### src/rtl/ldsc_pkg.sv
// Package: register map, field layout and reset values for lock/sync config
package ldsc_pkg;
  // Register indices (printed offsets are not multiples of four)
  localparam logic [7:0] LDSC_IDX_SYNC_CFG = 8'h3A;
  localparam logic [7:0] LDSC_IDX_LD_SEL = 8'h3B;
  localparam logic [7:0] LDSC_IDX_LOCK_INDICATOR_DELAY = 8'h3C;
  localparam logic [7:0] LDSC_IDX_FIXED = 8'h3D;
  localparam logic [7:0] LDSC_IDX_BUF_CTL = 8'h3E;
  localparam logic [7:0] LDSC_IDX_RESET = 8'h00;
  localparam logic [7:0] LDSC_IDX_STATUS = 8'h50;
  localparam logic [7:0] LDSC_IDX_MASK = 8'h51;
  localparam logic [7:0] LDSC_IDX_CTRL = 8'h52;
  // Byte address width
  localparam int LDSC_AW = 10;
  // Reset values
  localparam logic [15:0] LDSC_RST_SYNC_CFG = 16'h8001;
  localparam logic [15:0] LDSC_RST_LD_SEL = 16'h0001;
  localparam logic [15:0] LDSC_RST_LOCK_INDICATOR_DELAY = 16'h03E8;
  localparam logic [15:0] LDSC_RST_FIXED = 16'h00A8;
  localparam logic [15:0] LDSC_RST_BUF_CTL = 16'h00AF;
  // Field positions in the sync input configuration, lock kind select and reset command registers
  localparam int LDSC_DISREGARD_BIT = 15;
  localparam int LDSC_HYST_BIT = 14;
  localparam int LDSC_LVL_HI = 13;
  localparam int LDSC_LVL_LO = 12;
  localparam int LDSC_FMT_HI = 11;
  localparam int LDSC_FMT_LO = 9;
  localparam int LDSC_KIND_BIT = 0;
  localparam int LDSC_RESET_BIT = 1;
  // Control register: bit 0 phase alignment enable
  localparam int LDSC_PHASE_EN_BIT = 0;
  // Event bits: 0 lock rise, 1 lock fall, 2 sync edge, 3 ref-req edge
  localparam int LDSC_NEVT = 4;
  // Bias level encodings
  localparam logic [1:0] LDSC_LVL_QUARTER = 2'h0;
  localparam logic [1:0] LDSC_LVL_FULL = 2'h1;
  localparam logic [1:0] LDSC_LVL_HALF = 2'h2;
  localparam logic [1:0] LDSC_LVL_BAD = 2'h3;
  // AXI response codes
  localparam logic [1:0] LDSC_RESP_OK = 2'h0;
  localparam logic [1:0] LDSC_RESP_SLVERR = 2'h2;
endpackage

### src/rtl/ldsc_input_gate.sv
// Input receiver selection and disregard gating for the two phase inputs
`timescale 1ns/1ps
module ldsc_input_gate
  import ldsc_pkg::*;
(
  input wire logic clk,
  input wire logic rst,
  input wire logic disregard,
  input wire logic phase_en,
  input wire logic [2:0] fmt,
  input wire logic sync_in,
  input wire logic refreq_in,
  output logic sync_lvds,
  output logic refreq_lvds,
  output logic lvds_filter,
  output logic sync_edge,
  output logic refreq_edge
);
  logic sync_d_reg;
  logic ref_d_reg;
  logic block;

  // Ignoring only applies while phase alignment is off
  assign block = disregard && !phase_en;
  // Codes 0 and 4 are both CMOS; bit 2 adds the filter
  assign sync_lvds = fmt[0];
  assign refreq_lvds = fmt[1];
  assign lvds_filter = fmt[2] && (fmt[1:0] != 2'h0);

  always_ff @(posedge clk or posedge rst) begin
    if (rst) begin
      sync_d_reg <= 1'b0;
      ref_d_reg <= 1'b0;
    end else begin
      sync_d_reg <= sync_in;
      ref_d_reg <= refreq_in;
    end
  end

  assign sync_edge = !block && (sync_in != sync_d_reg);
  assign refreq_edge = !block && (refreq_in != ref_d_reg);

  AST_IGNORE_INPUTS: assert property (@(posedge clk) disable iff (rst)
    block |-> !sync_edge && !refreq_edge)
    else $error("Input transition acted on while disregarded");
  COV_SYNC_EDGE: cover property (@(posedge clk) sync_edge);
endmodule

### src/rtl/ldsc_lock_timer.sv
// Lock indicator delay counter and lock kind selection
`timescale 1ns/1ps
module ldsc_lock_timer
  import ldsc_pkg::*;
#(
  parameter int DLY_W = 16
) (
  input wire logic clk,
  input wire logic rst,
  input wire logic half_tick,
  input wire logic cal_start,
  input wire logic cal_done,
  input wire logic vtune_ok,
  input wire logic kind,
  input wire logic [DLY_W-1:0] delay,
  output logic lock
);
  typedef enum {LDSC_IDLE, LDSC_WAIT, LDSC_DONE} ldsc_lk_t;
  ldsc_lk_t state_reg;
  logic [DLY_W-1:0] cnt_reg;

  // Count half phase-detector ticks after calibration completes
  always_ff @(posedge clk or posedge rst) begin
    if (rst) begin
      state_reg <= LDSC_IDLE;
      cnt_reg <= '0;
    end else if (cal_start) begin
      state_reg <= LDSC_IDLE;
      cnt_reg <= '0;
    end else begin
      unique case (state_reg)
        LDSC_IDLE: begin
          if (cal_done) begin
            cnt_reg <= delay;
            state_reg <= (delay == '0) ? LDSC_DONE : LDSC_WAIT;
          end
        end
        LDSC_WAIT: begin
          if (half_tick) begin
            cnt_reg <= cnt_reg - 1'b1;
            if (cnt_reg == {{(DLY_W-1){1'b0}}, 1'b1})
              state_reg <= LDSC_DONE;
          end
        end
        LDSC_DONE: begin
        end
      endcase
    end
  end

  // Kind 1 also needs the tuning voltage window
  assign lock = (state_reg == LDSC_DONE) && (!kind || vtune_ok);

  AST_LOCK_LOW_ON_CAL: assert property (@(posedge clk) disable iff (rst)
    cal_start |=> !lock)
    else $error("Lock seen right after calibration start");
  AST_KIND1_NEEDS_VTUNE: assert property (@(posedge clk) disable iff (rst)
    (lock && kind) |-> vtune_ok)
    else $error("Kind 1 lock without tuning window");
  AST_LOCK_AFTER_DONE: assert property (@(posedge clk) disable iff (rst)
    $rose(lock) && !kind |-> state_reg == LDSC_DONE)
    else $error("Lock rose before delay expired");
  AST_COUNT_DOWN: assert property (@(posedge clk) disable iff (rst)
    (state_reg == LDSC_WAIT && half_tick && !cal_start
     && cnt_reg > 1) |=> cnt_reg == $past(cnt_reg) - 1)
    else $error("Delay counter did not step");
  COV_LOCK: cover property (@(posedge clk) $rose(lock));
  COV_WAIT: cover property (@(posedge clk) state_reg == LDSC_WAIT);
endmodule

### src/rtl/ldsc_top.sv
// Lock-detect and sync-input configuration block with AXI4-Lite registers
//
// Decided for this implementation: the AXI4-Lite register port.
`timescale 1ns/1ps
module ldsc_top
  import ldsc_pkg::*;
#(
  parameter int DLY_W = 16
) (
  // Clock and reset
  input wire logic CLK_IN,
  input wire logic RST_IN,
  // AXI4-Lite write address
  input wire logic [LDSC_AW-1:0] S_AXI_AWADDR_IN,
  input wire logic S_AXI_AWVALID_IN,
  output logic S_AXI_AWREADY_OUT,
  // AXI4-Lite write data
  input wire logic [31:0] S_AXI_WDATA_IN,
  input wire logic [3:0] S_AXI_WSTRB_IN,
  input wire logic S_AXI_WVALID_IN,
  output logic S_AXI_WREADY_OUT,
  // AXI4-Lite write response
  output logic [1:0] S_AXI_BRESP_OUT,
  output logic S_AXI_BVALID_OUT,
  input wire logic S_AXI_BREADY_IN,
  // AXI4-Lite read address
  input wire logic [LDSC_AW-1:0] S_AXI_ARADDR_IN,
  input wire logic S_AXI_ARVALID_IN,
  output logic S_AXI_ARREADY_OUT,
  // AXI4-Lite read data
  output logic [31:0] S_AXI_RDATA_OUT,
  output logic [1:0] S_AXI_RRESP_OUT,
  output logic S_AXI_RVALID_OUT,
  input wire logic S_AXI_RREADY_IN,
  // Phase inputs and synthesizer status
  input wire logic SYNC_IN,
  input wire logic REFREQ_IN,
  input wire logic PD_HALF_TICK_IN,
  input wire logic CAL_START_IN,
  input wire logic CAL_DONE_IN,
  input wire logic VTUNE_OK_IN,
  // Receiver configuration
  output logic SYNC_LVDS_OUT,
  output logic REFREQ_LVDS_OUT,
  output logic LVDS_FILTER_OUT,
  output logic HIGH_HYST_OUT,
  output logic [1:0] BIAS_LEVEL_OUT,
  output logic BIAS_INVALID_OUT,
  // Events and lock
  output logic SYNC_EVENT_OUT,
  output logic REFREQ_EVENT_OUT,
  output logic LOCK_OUT,
  output logic IRQ_OUT
);
  logic [15:0] sync_cfg_reg;
  logic [15:0] ld_sel_reg;
  logic [15:0] lock_indicator_delay_reg;
  logic [15:0] fixed_reg;
  logic [15:0] buf_ctl_reg;
  logic [15:0] ctrl_reg;
  logic [LDSC_NEVT-1:0] status_reg;
  logic [LDSC_NEVT-1:0] mask_reg;
  logic [LDSC_NEVT-1:0] status_next;
  logic [LDSC_NEVT-1:0] evt;
  logic lock_reg;
  logic lock_now;
  logic sync_edge;
  logic ref_edge;
  logic soft_rst;

  // Write channel state
  logic aw_have_reg;
  logic w_have_reg;
  logic [LDSC_AW-1:0] awaddr_reg;
  logic [31:0] wdata_reg;
  logic [3:0] wstrb_reg;
  logic bvalid_reg;
  logic [1:0] bresp_reg;
  logic wr_fire;
  logic [7:0] wr_idx;
  logic wr_hit;
  logic [15:0] wr_val;

  // Read channel state
  logic rvalid_reg;
  logic [31:0] rdata_reg;
  logic [1:0] rresp_reg;
  logic [7:0] rd_idx;
  logic rd_hit;
  logic [15:0] rd_val;

  // Address handshake: accept each channel while it is not already held and no response is pending
  assign S_AXI_AWREADY_OUT = !aw_have_reg && !bvalid_reg;
  assign S_AXI_WREADY_OUT = !w_have_reg && !bvalid_reg;
  assign S_AXI_BVALID_OUT = bvalid_reg;
  assign S_AXI_BRESP_OUT = bresp_reg;
  assign S_AXI_ARREADY_OUT = !rvalid_reg;
  assign S_AXI_RVALID_OUT = rvalid_reg;
  assign S_AXI_RDATA_OUT = rdata_reg;
  assign S_AXI_RRESP_OUT = rresp_reg;

  always_ff @(posedge CLK_IN or posedge RST_IN) begin
    if (RST_IN) begin
      aw_have_reg <= 1'b0;
      awaddr_reg <= '0;
    end else if (wr_fire) begin
      aw_have_reg <= 1'b0;
    end else if (S_AXI_AWVALID_IN && S_AXI_AWREADY_OUT) begin
      aw_have_reg <= 1'b1;
      awaddr_reg <= S_AXI_AWADDR_IN;
    end
  end

  always_ff @(posedge CLK_IN or posedge RST_IN) begin
    if (RST_IN) begin
      w_have_reg <= 1'b0;
      wdata_reg <= '0;
      wstrb_reg <= '0;
    end else if (wr_fire) begin
      w_have_reg <= 1'b0;
    end else if (S_AXI_WVALID_IN && S_AXI_WREADY_OUT) begin
      w_have_reg <= 1'b1;
      wdata_reg <= S_AXI_WDATA_IN;
      wstrb_reg <= S_AXI_WSTRB_IN;
    end
  end

  assign wr_fire = aw_have_reg && w_have_reg;
  assign wr_idx = awaddr_reg[LDSC_AW-1:2];
  // Byte lanes 0 and 1 carry the 16-bit registers
  function automatic logic [15:0] merge(input logic [15:0] old,
                                        input logic [31:0] d,
                                        input logic [3:0] s);
    merge = {s[1] ? d[15:8] : old[15:8], s[0] ? d[7:0] : old[7:0]};
  endfunction

  always_comb begin
    unique case (wr_idx)
      LDSC_IDX_SYNC_CFG, LDSC_IDX_LD_SEL, LDSC_IDX_LOCK_INDICATOR_DELAY, LDSC_IDX_FIXED,
      LDSC_IDX_BUF_CTL, LDSC_IDX_RESET, LDSC_IDX_STATUS, LDSC_IDX_MASK,
      LDSC_IDX_CTRL: wr_hit = 1'b1;
      default: wr_hit = 1'b0;
    endcase
  end

  always_ff @(posedge CLK_IN or posedge RST_IN) begin
    if (RST_IN) begin
      bvalid_reg <= 1'b0;
      bresp_reg <= LDSC_RESP_OK;
    end else if (wr_fire) begin
      bvalid_reg <= 1'b1;
      bresp_reg <= wr_hit ? LDSC_RESP_OK : LDSC_RESP_SLVERR;
    end else if (S_AXI_BREADY_IN) begin
      bvalid_reg <= 1'b0;
    end
  end

  // Reset command restores every configuration register
  assign soft_rst = wr_fire && wr_idx == LDSC_IDX_RESET &&
                    wstrb_reg[0] && wdata_reg[LDSC_RESET_BIT];

  // Configuration registers, stored as written; software keeps fixed bits
  always_ff @(posedge CLK_IN or posedge RST_IN) begin
    if (RST_IN) begin
      sync_cfg_reg <= LDSC_RST_SYNC_CFG;
      ld_sel_reg <= LDSC_RST_LD_SEL;
      lock_indicator_delay_reg <= LDSC_RST_LOCK_INDICATOR_DELAY;
      fixed_reg <= LDSC_RST_FIXED;
      buf_ctl_reg <= LDSC_RST_BUF_CTL;
      ctrl_reg <= '0;
      mask_reg <= '0;
    end else if (soft_rst) begin
      sync_cfg_reg <= LDSC_RST_SYNC_CFG;
      ld_sel_reg <= LDSC_RST_LD_SEL;
      lock_indicator_delay_reg <= LDSC_RST_LOCK_INDICATOR_DELAY;
      fixed_reg <= LDSC_RST_FIXED;
      buf_ctl_reg <= LDSC_RST_BUF_CTL;
      ctrl_reg <= '0;
      mask_reg <= '0;
    end else if (wr_fire) begin
      unique case (wr_idx)
        LDSC_IDX_SYNC_CFG:
          sync_cfg_reg <= merge(sync_cfg_reg, wdata_reg, wstrb_reg);
        LDSC_IDX_LD_SEL:
          ld_sel_reg <= merge(ld_sel_reg, wdata_reg, wstrb_reg);
        LDSC_IDX_LOCK_INDICATOR_DELAY:
          lock_indicator_delay_reg <= merge(lock_indicator_delay_reg, wdata_reg, wstrb_reg);
        LDSC_IDX_FIXED:
          fixed_reg <= merge(fixed_reg, wdata_reg, wstrb_reg);
        LDSC_IDX_BUF_CTL:
          buf_ctl_reg <= merge(buf_ctl_reg, wdata_reg, wstrb_reg);
        LDSC_IDX_CTRL:
          ctrl_reg <= merge(ctrl_reg, wdata_reg, wstrb_reg);
        LDSC_IDX_MASK:
          mask_reg <= wr_val[LDSC_NEVT-1:0];
        default: begin
        end
      endcase
    end
  end
  assign wr_val = merge(16'h0000, wdata_reg, wstrb_reg);

  // Sticky event flags; a new event wins over a write-one clear
  assign evt = {ref_edge, sync_edge, lock_reg && !lock_now,
                !lock_reg && lock_now};
  always_comb begin
    status_next = status_reg;
    if (wr_fire && wr_idx == LDSC_IDX_STATUS)
      status_next = status_next & ~wr_val[LDSC_NEVT-1:0];
    status_next = status_next | evt;
  end

  always_ff @(posedge CLK_IN or posedge RST_IN) begin
    if (RST_IN) begin
      status_reg <= '0;
      lock_reg <= 1'b0;
    end else begin
      status_reg <= status_next;
      lock_reg <= lock_now;
    end
  end

  assign IRQ_OUT = |(status_reg & mask_reg);

  // Read path
  assign rd_idx = S_AXI_ARADDR_IN[LDSC_AW-1:2];
  always_comb begin
    rd_hit = 1'b1;
    rd_val = 16'h0000;
    unique case (rd_idx)
      LDSC_IDX_SYNC_CFG: rd_val = sync_cfg_reg;
      LDSC_IDX_LD_SEL: rd_val = ld_sel_reg;
      LDSC_IDX_LOCK_INDICATOR_DELAY: rd_val = lock_indicator_delay_reg;
      LDSC_IDX_FIXED: rd_val = fixed_reg;
      LDSC_IDX_BUF_CTL: rd_val = buf_ctl_reg;
      LDSC_IDX_RESET: rd_val = 16'h0000;
      LDSC_IDX_STATUS: rd_val = {{(16-LDSC_NEVT){1'b0}}, status_reg};
      LDSC_IDX_MASK: rd_val = {{(16-LDSC_NEVT){1'b0}}, mask_reg};
      LDSC_IDX_CTRL: rd_val = {ctrl_reg[15:2], lock_reg,
                               ctrl_reg[LDSC_PHASE_EN_BIT]};
      default: rd_hit = 1'b0;
    endcase
  end

  always_ff @(posedge CLK_IN or posedge RST_IN) begin
    if (RST_IN) begin
      rvalid_reg <= 1'b0;
      rdata_reg <= '0;
      rresp_reg <= LDSC_RESP_OK;
    end else if (S_AXI_ARVALID_IN && S_AXI_ARREADY_OUT) begin
      rvalid_reg <= 1'b1;
      rdata_reg <= {16'h0000, rd_val};
      rresp_reg <= rd_hit ? LDSC_RESP_OK : LDSC_RESP_SLVERR;
    end else if (S_AXI_RREADY_IN) begin
      rvalid_reg <= 1'b0;
    end
  end

  // Receiver configuration outputs
  assign HIGH_HYST_OUT = sync_cfg_reg[LDSC_HYST_BIT];
  assign BIAS_LEVEL_OUT = sync_cfg_reg[LDSC_LVL_HI:LDSC_LVL_LO];
  // Code 3 is flagged, not acted on
  assign BIAS_INVALID_OUT = BIAS_LEVEL_OUT == LDSC_LVL_BAD;

  ldsc_input_gate u_gate (
    .clk(CLK_IN),
    .rst(RST_IN),
    .disregard(sync_cfg_reg[LDSC_DISREGARD_BIT]),
    .phase_en(ctrl_reg[LDSC_PHASE_EN_BIT]),
    .fmt(sync_cfg_reg[LDSC_FMT_HI:LDSC_FMT_LO]),
    .sync_in(SYNC_IN),
    .refreq_in(REFREQ_IN),
    .sync_lvds(SYNC_LVDS_OUT),
    .refreq_lvds(REFREQ_LVDS_OUT),
    .lvds_filter(LVDS_FILTER_OUT),
    .sync_edge(sync_edge),
    .refreq_edge(ref_edge)
  );
  assign SYNC_EVENT_OUT = sync_edge;
  assign REFREQ_EVENT_OUT = ref_edge;

  ldsc_lock_timer #(.DLY_W(DLY_W)) u_lock (
    .clk(CLK_IN),
    .rst(RST_IN),
    .half_tick(PD_HALF_TICK_IN),
    .cal_start(CAL_START_IN),
    .cal_done(CAL_DONE_IN),
    .vtune_ok(VTUNE_OK_IN),
    .kind(ld_sel_reg[LDSC_KIND_BIT]),
    .delay(lock_indicator_delay_reg[DLY_W-1:0]),
    .lock(lock_now)
  );
  assign LOCK_OUT = lock_reg;

  AST_STICKY_SET_WINS: assert property (@(posedge CLK_IN)
    disable iff (RST_IN) evt[2] |=> status_reg[2])
    else $error("Sync event lost");
  AST_IRQ_LEVEL: assert property (@(posedge CLK_IN) disable iff (RST_IN)
    |(status_reg & mask_reg) |-> IRQ_OUT)
    else $error("Interrupt not raised");
  AST_RESET_FIXED: assert property (@(posedge CLK_IN) disable iff (RST_IN)
    soft_rst |=> fixed_reg == LDSC_RST_FIXED)
    else $error("Fixed register not restored");
  AST_HYST_FOLLOWS: assert property (@(posedge CLK_IN) disable iff (RST_IN)
    HIGH_HYST_OUT == sync_cfg_reg[14])
    else $error("Hysteresis output mismatch");
  AST_FMT_CMOS: assert property (@(posedge CLK_IN) disable iff (RST_IN)
    sync_cfg_reg[10:9] == 2'h0 |-> !SYNC_LVDS_OUT && !REFREQ_LVDS_OUT
    && !LVDS_FILTER_OUT)
    else $error("CMOS format drives LVDS");
  AST_WRITE_RESP: assert property (@(posedge CLK_IN) disable iff (RST_IN)
    wr_fire |=> S_AXI_BVALID_OUT)
    else $error("Write response late");
  // Bus answers stand until the master takes them
  AST_READ_RESP: assert property (@(posedge CLK_IN) disable iff (RST_IN)
    S_AXI_ARVALID_IN && S_AXI_ARREADY_OUT |=> S_AXI_RVALID_OUT)
    else $error("Read response late");
  AST_BVALID_HOLD: assert property (@(posedge CLK_IN) disable iff (RST_IN)
    S_AXI_BVALID_OUT && !S_AXI_BREADY_IN |=>
    S_AXI_BVALID_OUT && $stable(S_AXI_BRESP_OUT))
    else $error("Write response dropped early");
  AST_RVALID_HOLD: assert property (@(posedge CLK_IN) disable iff (RST_IN)
    S_AXI_RVALID_OUT && !S_AXI_RREADY_IN |=>
    S_AXI_RVALID_OUT && $stable(S_AXI_RDATA_OUT))
    else $error("Read data dropped early");
  // Registered lock trails the timer by one cycle
  AST_LOCK_ONE_LATE: assert property (@(posedge CLK_IN)
    disable iff (RST_IN) LOCK_OUT == $past(lock_now))
    else $error("Lock output not one cycle behind timer");
  AST_STATUS_CLEAR: assert property (@(posedge CLK_IN) disable iff (RST_IN)
    wr_fire && wr_idx == LDSC_IDX_STATUS && wr_val[2] && !evt[2] |=>
    !status_reg[2])
    else $error("Write-one clear ignored");
  AST_SOFT_RST_IRQ: assert property (@(posedge CLK_IN) disable iff (RST_IN)
    soft_rst |=> !IRQ_OUT)
    else $error("Interrupt left on after reset command");
  COV_IRQ: cover property (@(posedge CLK_IN) $rose(IRQ_OUT));
  COV_SOFT_RST: cover property (@(posedge CLK_IN) soft_rst);
endmodule
### config.mk
export PLATFORM = sky130hd
export DESIGN_NAME = ldsc_top
export DESIGN_NICKNAME = d
export VERILOG_FILES = /design/src/rtl/ldsc_pkg.sv /design/src/rtl/ldsc_input_gate.sv /design/src/rtl/ldsc_lock_timer.sv /design/src/rtl/ldsc_top.sv
export SDC_FILE = /design/constraint.sdc
export NUM_CORES = 1
export LEC_CHECK = 0
export BUFFER_PORTS_ARGS = -buffer_cell sky130_fd_sc_hd__buf_2
export CORE_MARGIN = 2
export CORE_UTILIZATION = 40
export DETAILED_ROUTE_END_ITERATION = 10
export GPL_ROUTABILITY_DRIVEN = 0
export GPL_TIMING_DRIVEN = 0
export PLACE_DENSITY = 0.62
export SYNTH_ARGS = -nofsm -noshare
export SYNTH_HDL_FRONTEND = slang
export SYNTH_SLANG_ARGS = --single-unit
### constraint.sdc
create_clock -name CLK_IN -period 5.9 [get_ports CLK_IN]
set_clock_uncertainty 0.05 [all_clocks]
set_input_delay 0.59 -clock CLK_IN [delete_from_list [all_inputs] [get_ports CLK_IN]]
set_output_delay 0.59 -clock CLK_IN [all_outputs]
set_load 0.02 [all_outputs]
==> qor.txt <==
status -> finished, final reports clean
Power Density -> 365 nW/um2
post-route ant nets -> 0
CTS H-tree depth -> 4
Clock Tree Buf Depth -> 2
area grow syn2layout -> 17.0%
most frequent cells in the layout -> dfrtp_1, buf_2, a21oi_1
Final Hold Fails -> 0
RSZ-0062 raised after global routing -> false
Maximum Capacitance Violations -> 0
first-pass GRT wire length -> 37,500 um
core area -> 21,000 um2
global route overflow -> 0
dpl cells -> 1,183
HP Class -> in2async
hold slack -> 156 ps
layout cells sized above 1 -> 23.4%
Cells after Synth -> 812
Final Critical Period -> 2400 ps
DR WL/cell -> 19.4 um
I/O Buffers -> 78
worst-margin pin slew -> 861 ps
clk root buf -> clkbuf_16
fill count -> 1,981
Layout Nets -> 998
initial detailed-routing violation count -> 551
CTS tree -> built
die area -> 22,500 um2
crit end category -> flip-flop
worst endpoint required time -> 6220 ps
fmax -> 0.416 GHz
setup TNS -> 0 ps
cts hold-fix bufs -> 0
Main synth FF type -> dfrtp_1
reg2reg path depth -> 5
sequential share of the synthesized area -> 50.8%
dpl cell area -> 9360 um2
ys async rst share -> 100%
Sink Count -> 172
total CTS buffers -> 17
antenna violations before repair -> 0
Detailed Routing Iterations Pass 1 -> 5
clk_lat worst skew -> 440 ps
Mapped Area -> 8520 um2
period utilisation layout -> 40.7%
vias in the first global route -> 6,546
vias -> 6,754
Die X -> 150 um
Crit Path Category -> reg2reg
DRC -> 0
Max FO, Critical Path -> 10
final max-slew violation count -> 0
largest net degree at the start of global routing -> 104
CP Launch Type -> flip-flop
design area -> 9970 um2
die height -> 150 um
final setup fails -> 0
Slew HR -> 42.6%
Post-DP HPWL -> 17,000 um
num ports -> 121
Leak -> 0.00455 uW
most common cell after layout, fill and taps aside -> dfrtp_1
Syn. warnings -> 0
Post-CTS Setup Inserts -> 0
Total GRT Usage -> 21.8%
Worst EP arrival -> 2720 ps
Std-Cell Rows -> 53
Via-to-Cell Ratio -> 5.55
Reg clk slew, reported paths -> 70 ps
Synth Area per Inst -> 10.5 um2
Final Util -> 47.6%
Post-synth EDFFs -> 0
Max rail drop VDD -> 0.000228 V
DRT Wirelength -> 23,500 um
Post-CTS Resized -> 0
register bit total from synthesis -> 172
Yosys cell types -> 66
Final Non-Filler Cells -> 1,216
starting density of the core -> 40.7%
## stage by stage
stage / total power, uW / setup WS (ps)
2_1_floorplan: 2180 / 630
3_3_place_gp: 2470 / -1580
3_5_place_dp: 2480 / 3450
4_1_cts: 3660 / 3530
5_1_grt: 3830 / 3390
6_report: 3640 / 3500
## worst max-delay path, cell delays in order, from the launching register on
cell and delay [ps]:
dfrtp_1 440, nor3_2 340, nand4b_1 320, clkbuf_1 360
nor2_1 600, a22o_1 230
## final timing paths
kind                                 start                     endpoint  slack [ps]
max in group asynchronous           RST_IN  lock_indicator_delay_reg[7]        4740
min in group CLK_IN              REFREQ_IN             u_gate.ref_d_reg         240
max                          awaddr_reg[4]                  ctrl_reg[0]        3500
max reg2reg                  awaddr_reg[4]                  ctrl_reg[0]        3500
min                                 RST_IN                wdata_reg[10]         160
min reg2reg                sync_cfg_reg[0]              sync_cfg_reg[0]         430
## power breakdown
group          leakage [uW]  internal, uW  total [uW]  switching [uW]
clock network      0.000288           699        1170             473
logic               0.00202           351         825             474
registers           0.00224          1380        1650             263
## cells by family after synthesis
group,count (synthesis),share of synthesized area (%)
other cells,1,0.0440
buf+inv,86,5.26
xor+xnor,2,0.206
fa+ha+maj,2,0.294
flops,172,50.8
simple gates,221,13.5
compound gates,244,19.7
mux,84,10.2
## synth_stat cells (3+ instances only)
library cell	number	area, um2
nor3_1	17	85.1
a32oi_1	4	35.0
mux2_2	25	282
and3_1	4	25.0
nand2b_1	6	37.5
dfrtp_1	154	3850
buf_1	3	11.3
and4_1	3	26.3
o22a_1	11	96.3
a21o_1	3	22.5
mux2i_1	59	591
dfstp_2	18	473
nor2b_1	9	56.3
o21ai_0	50	250
clkbuf_1	23	86.3
o2bb2ai_1	17	149
or2_2	5	31.3
nor4_1	9	56.3
nand3_2	3	30.0
nand2_1	59	221
buf_6	3	33.8
a211o_1	7	61.3
inv_1	19	71.3
a21oi_1	63	315
buf_2	16	80.1
nand3_1	13	65.1
a22o_1	48	420
o22ai_1	10	62.6
buf_4	22	165
or3_1	3	18.8
a41oi_1	3	26.3
and2_1	8	50.1
nor2_1	62	233
a22oi_1	11	82.6
## layout make-up
type / count / area, um2 / share of cell area (%)
Tap cell: 275 / 344 / 3.45
Multi-Input combinational cell: 571 / 3810 / 38.2
Timing Repair Buffer: 79 / 418 / 4.19
Buffer: 67 / 377 / 3.78
Clock buffer: 22 / 474 / 4.76
Inverter: 19 / 78.8 / 0.791
Clock inverter: 10 / 139 / 1.39
Antenna cell: 1 / 2.50 / 0.0251
Sequential cell: 172 / 4330 / 43.4
## layer usage
layer	part of all wire, %	vias up	global-route usage (%)
met4	1.7	0	6.60
met5	0	-	0
met3	6.9	30	5.12
met2	45	244	32.4
met1	46	3297	31.6
li1	-	3183	-
Power figures use the tool's default switching activity.
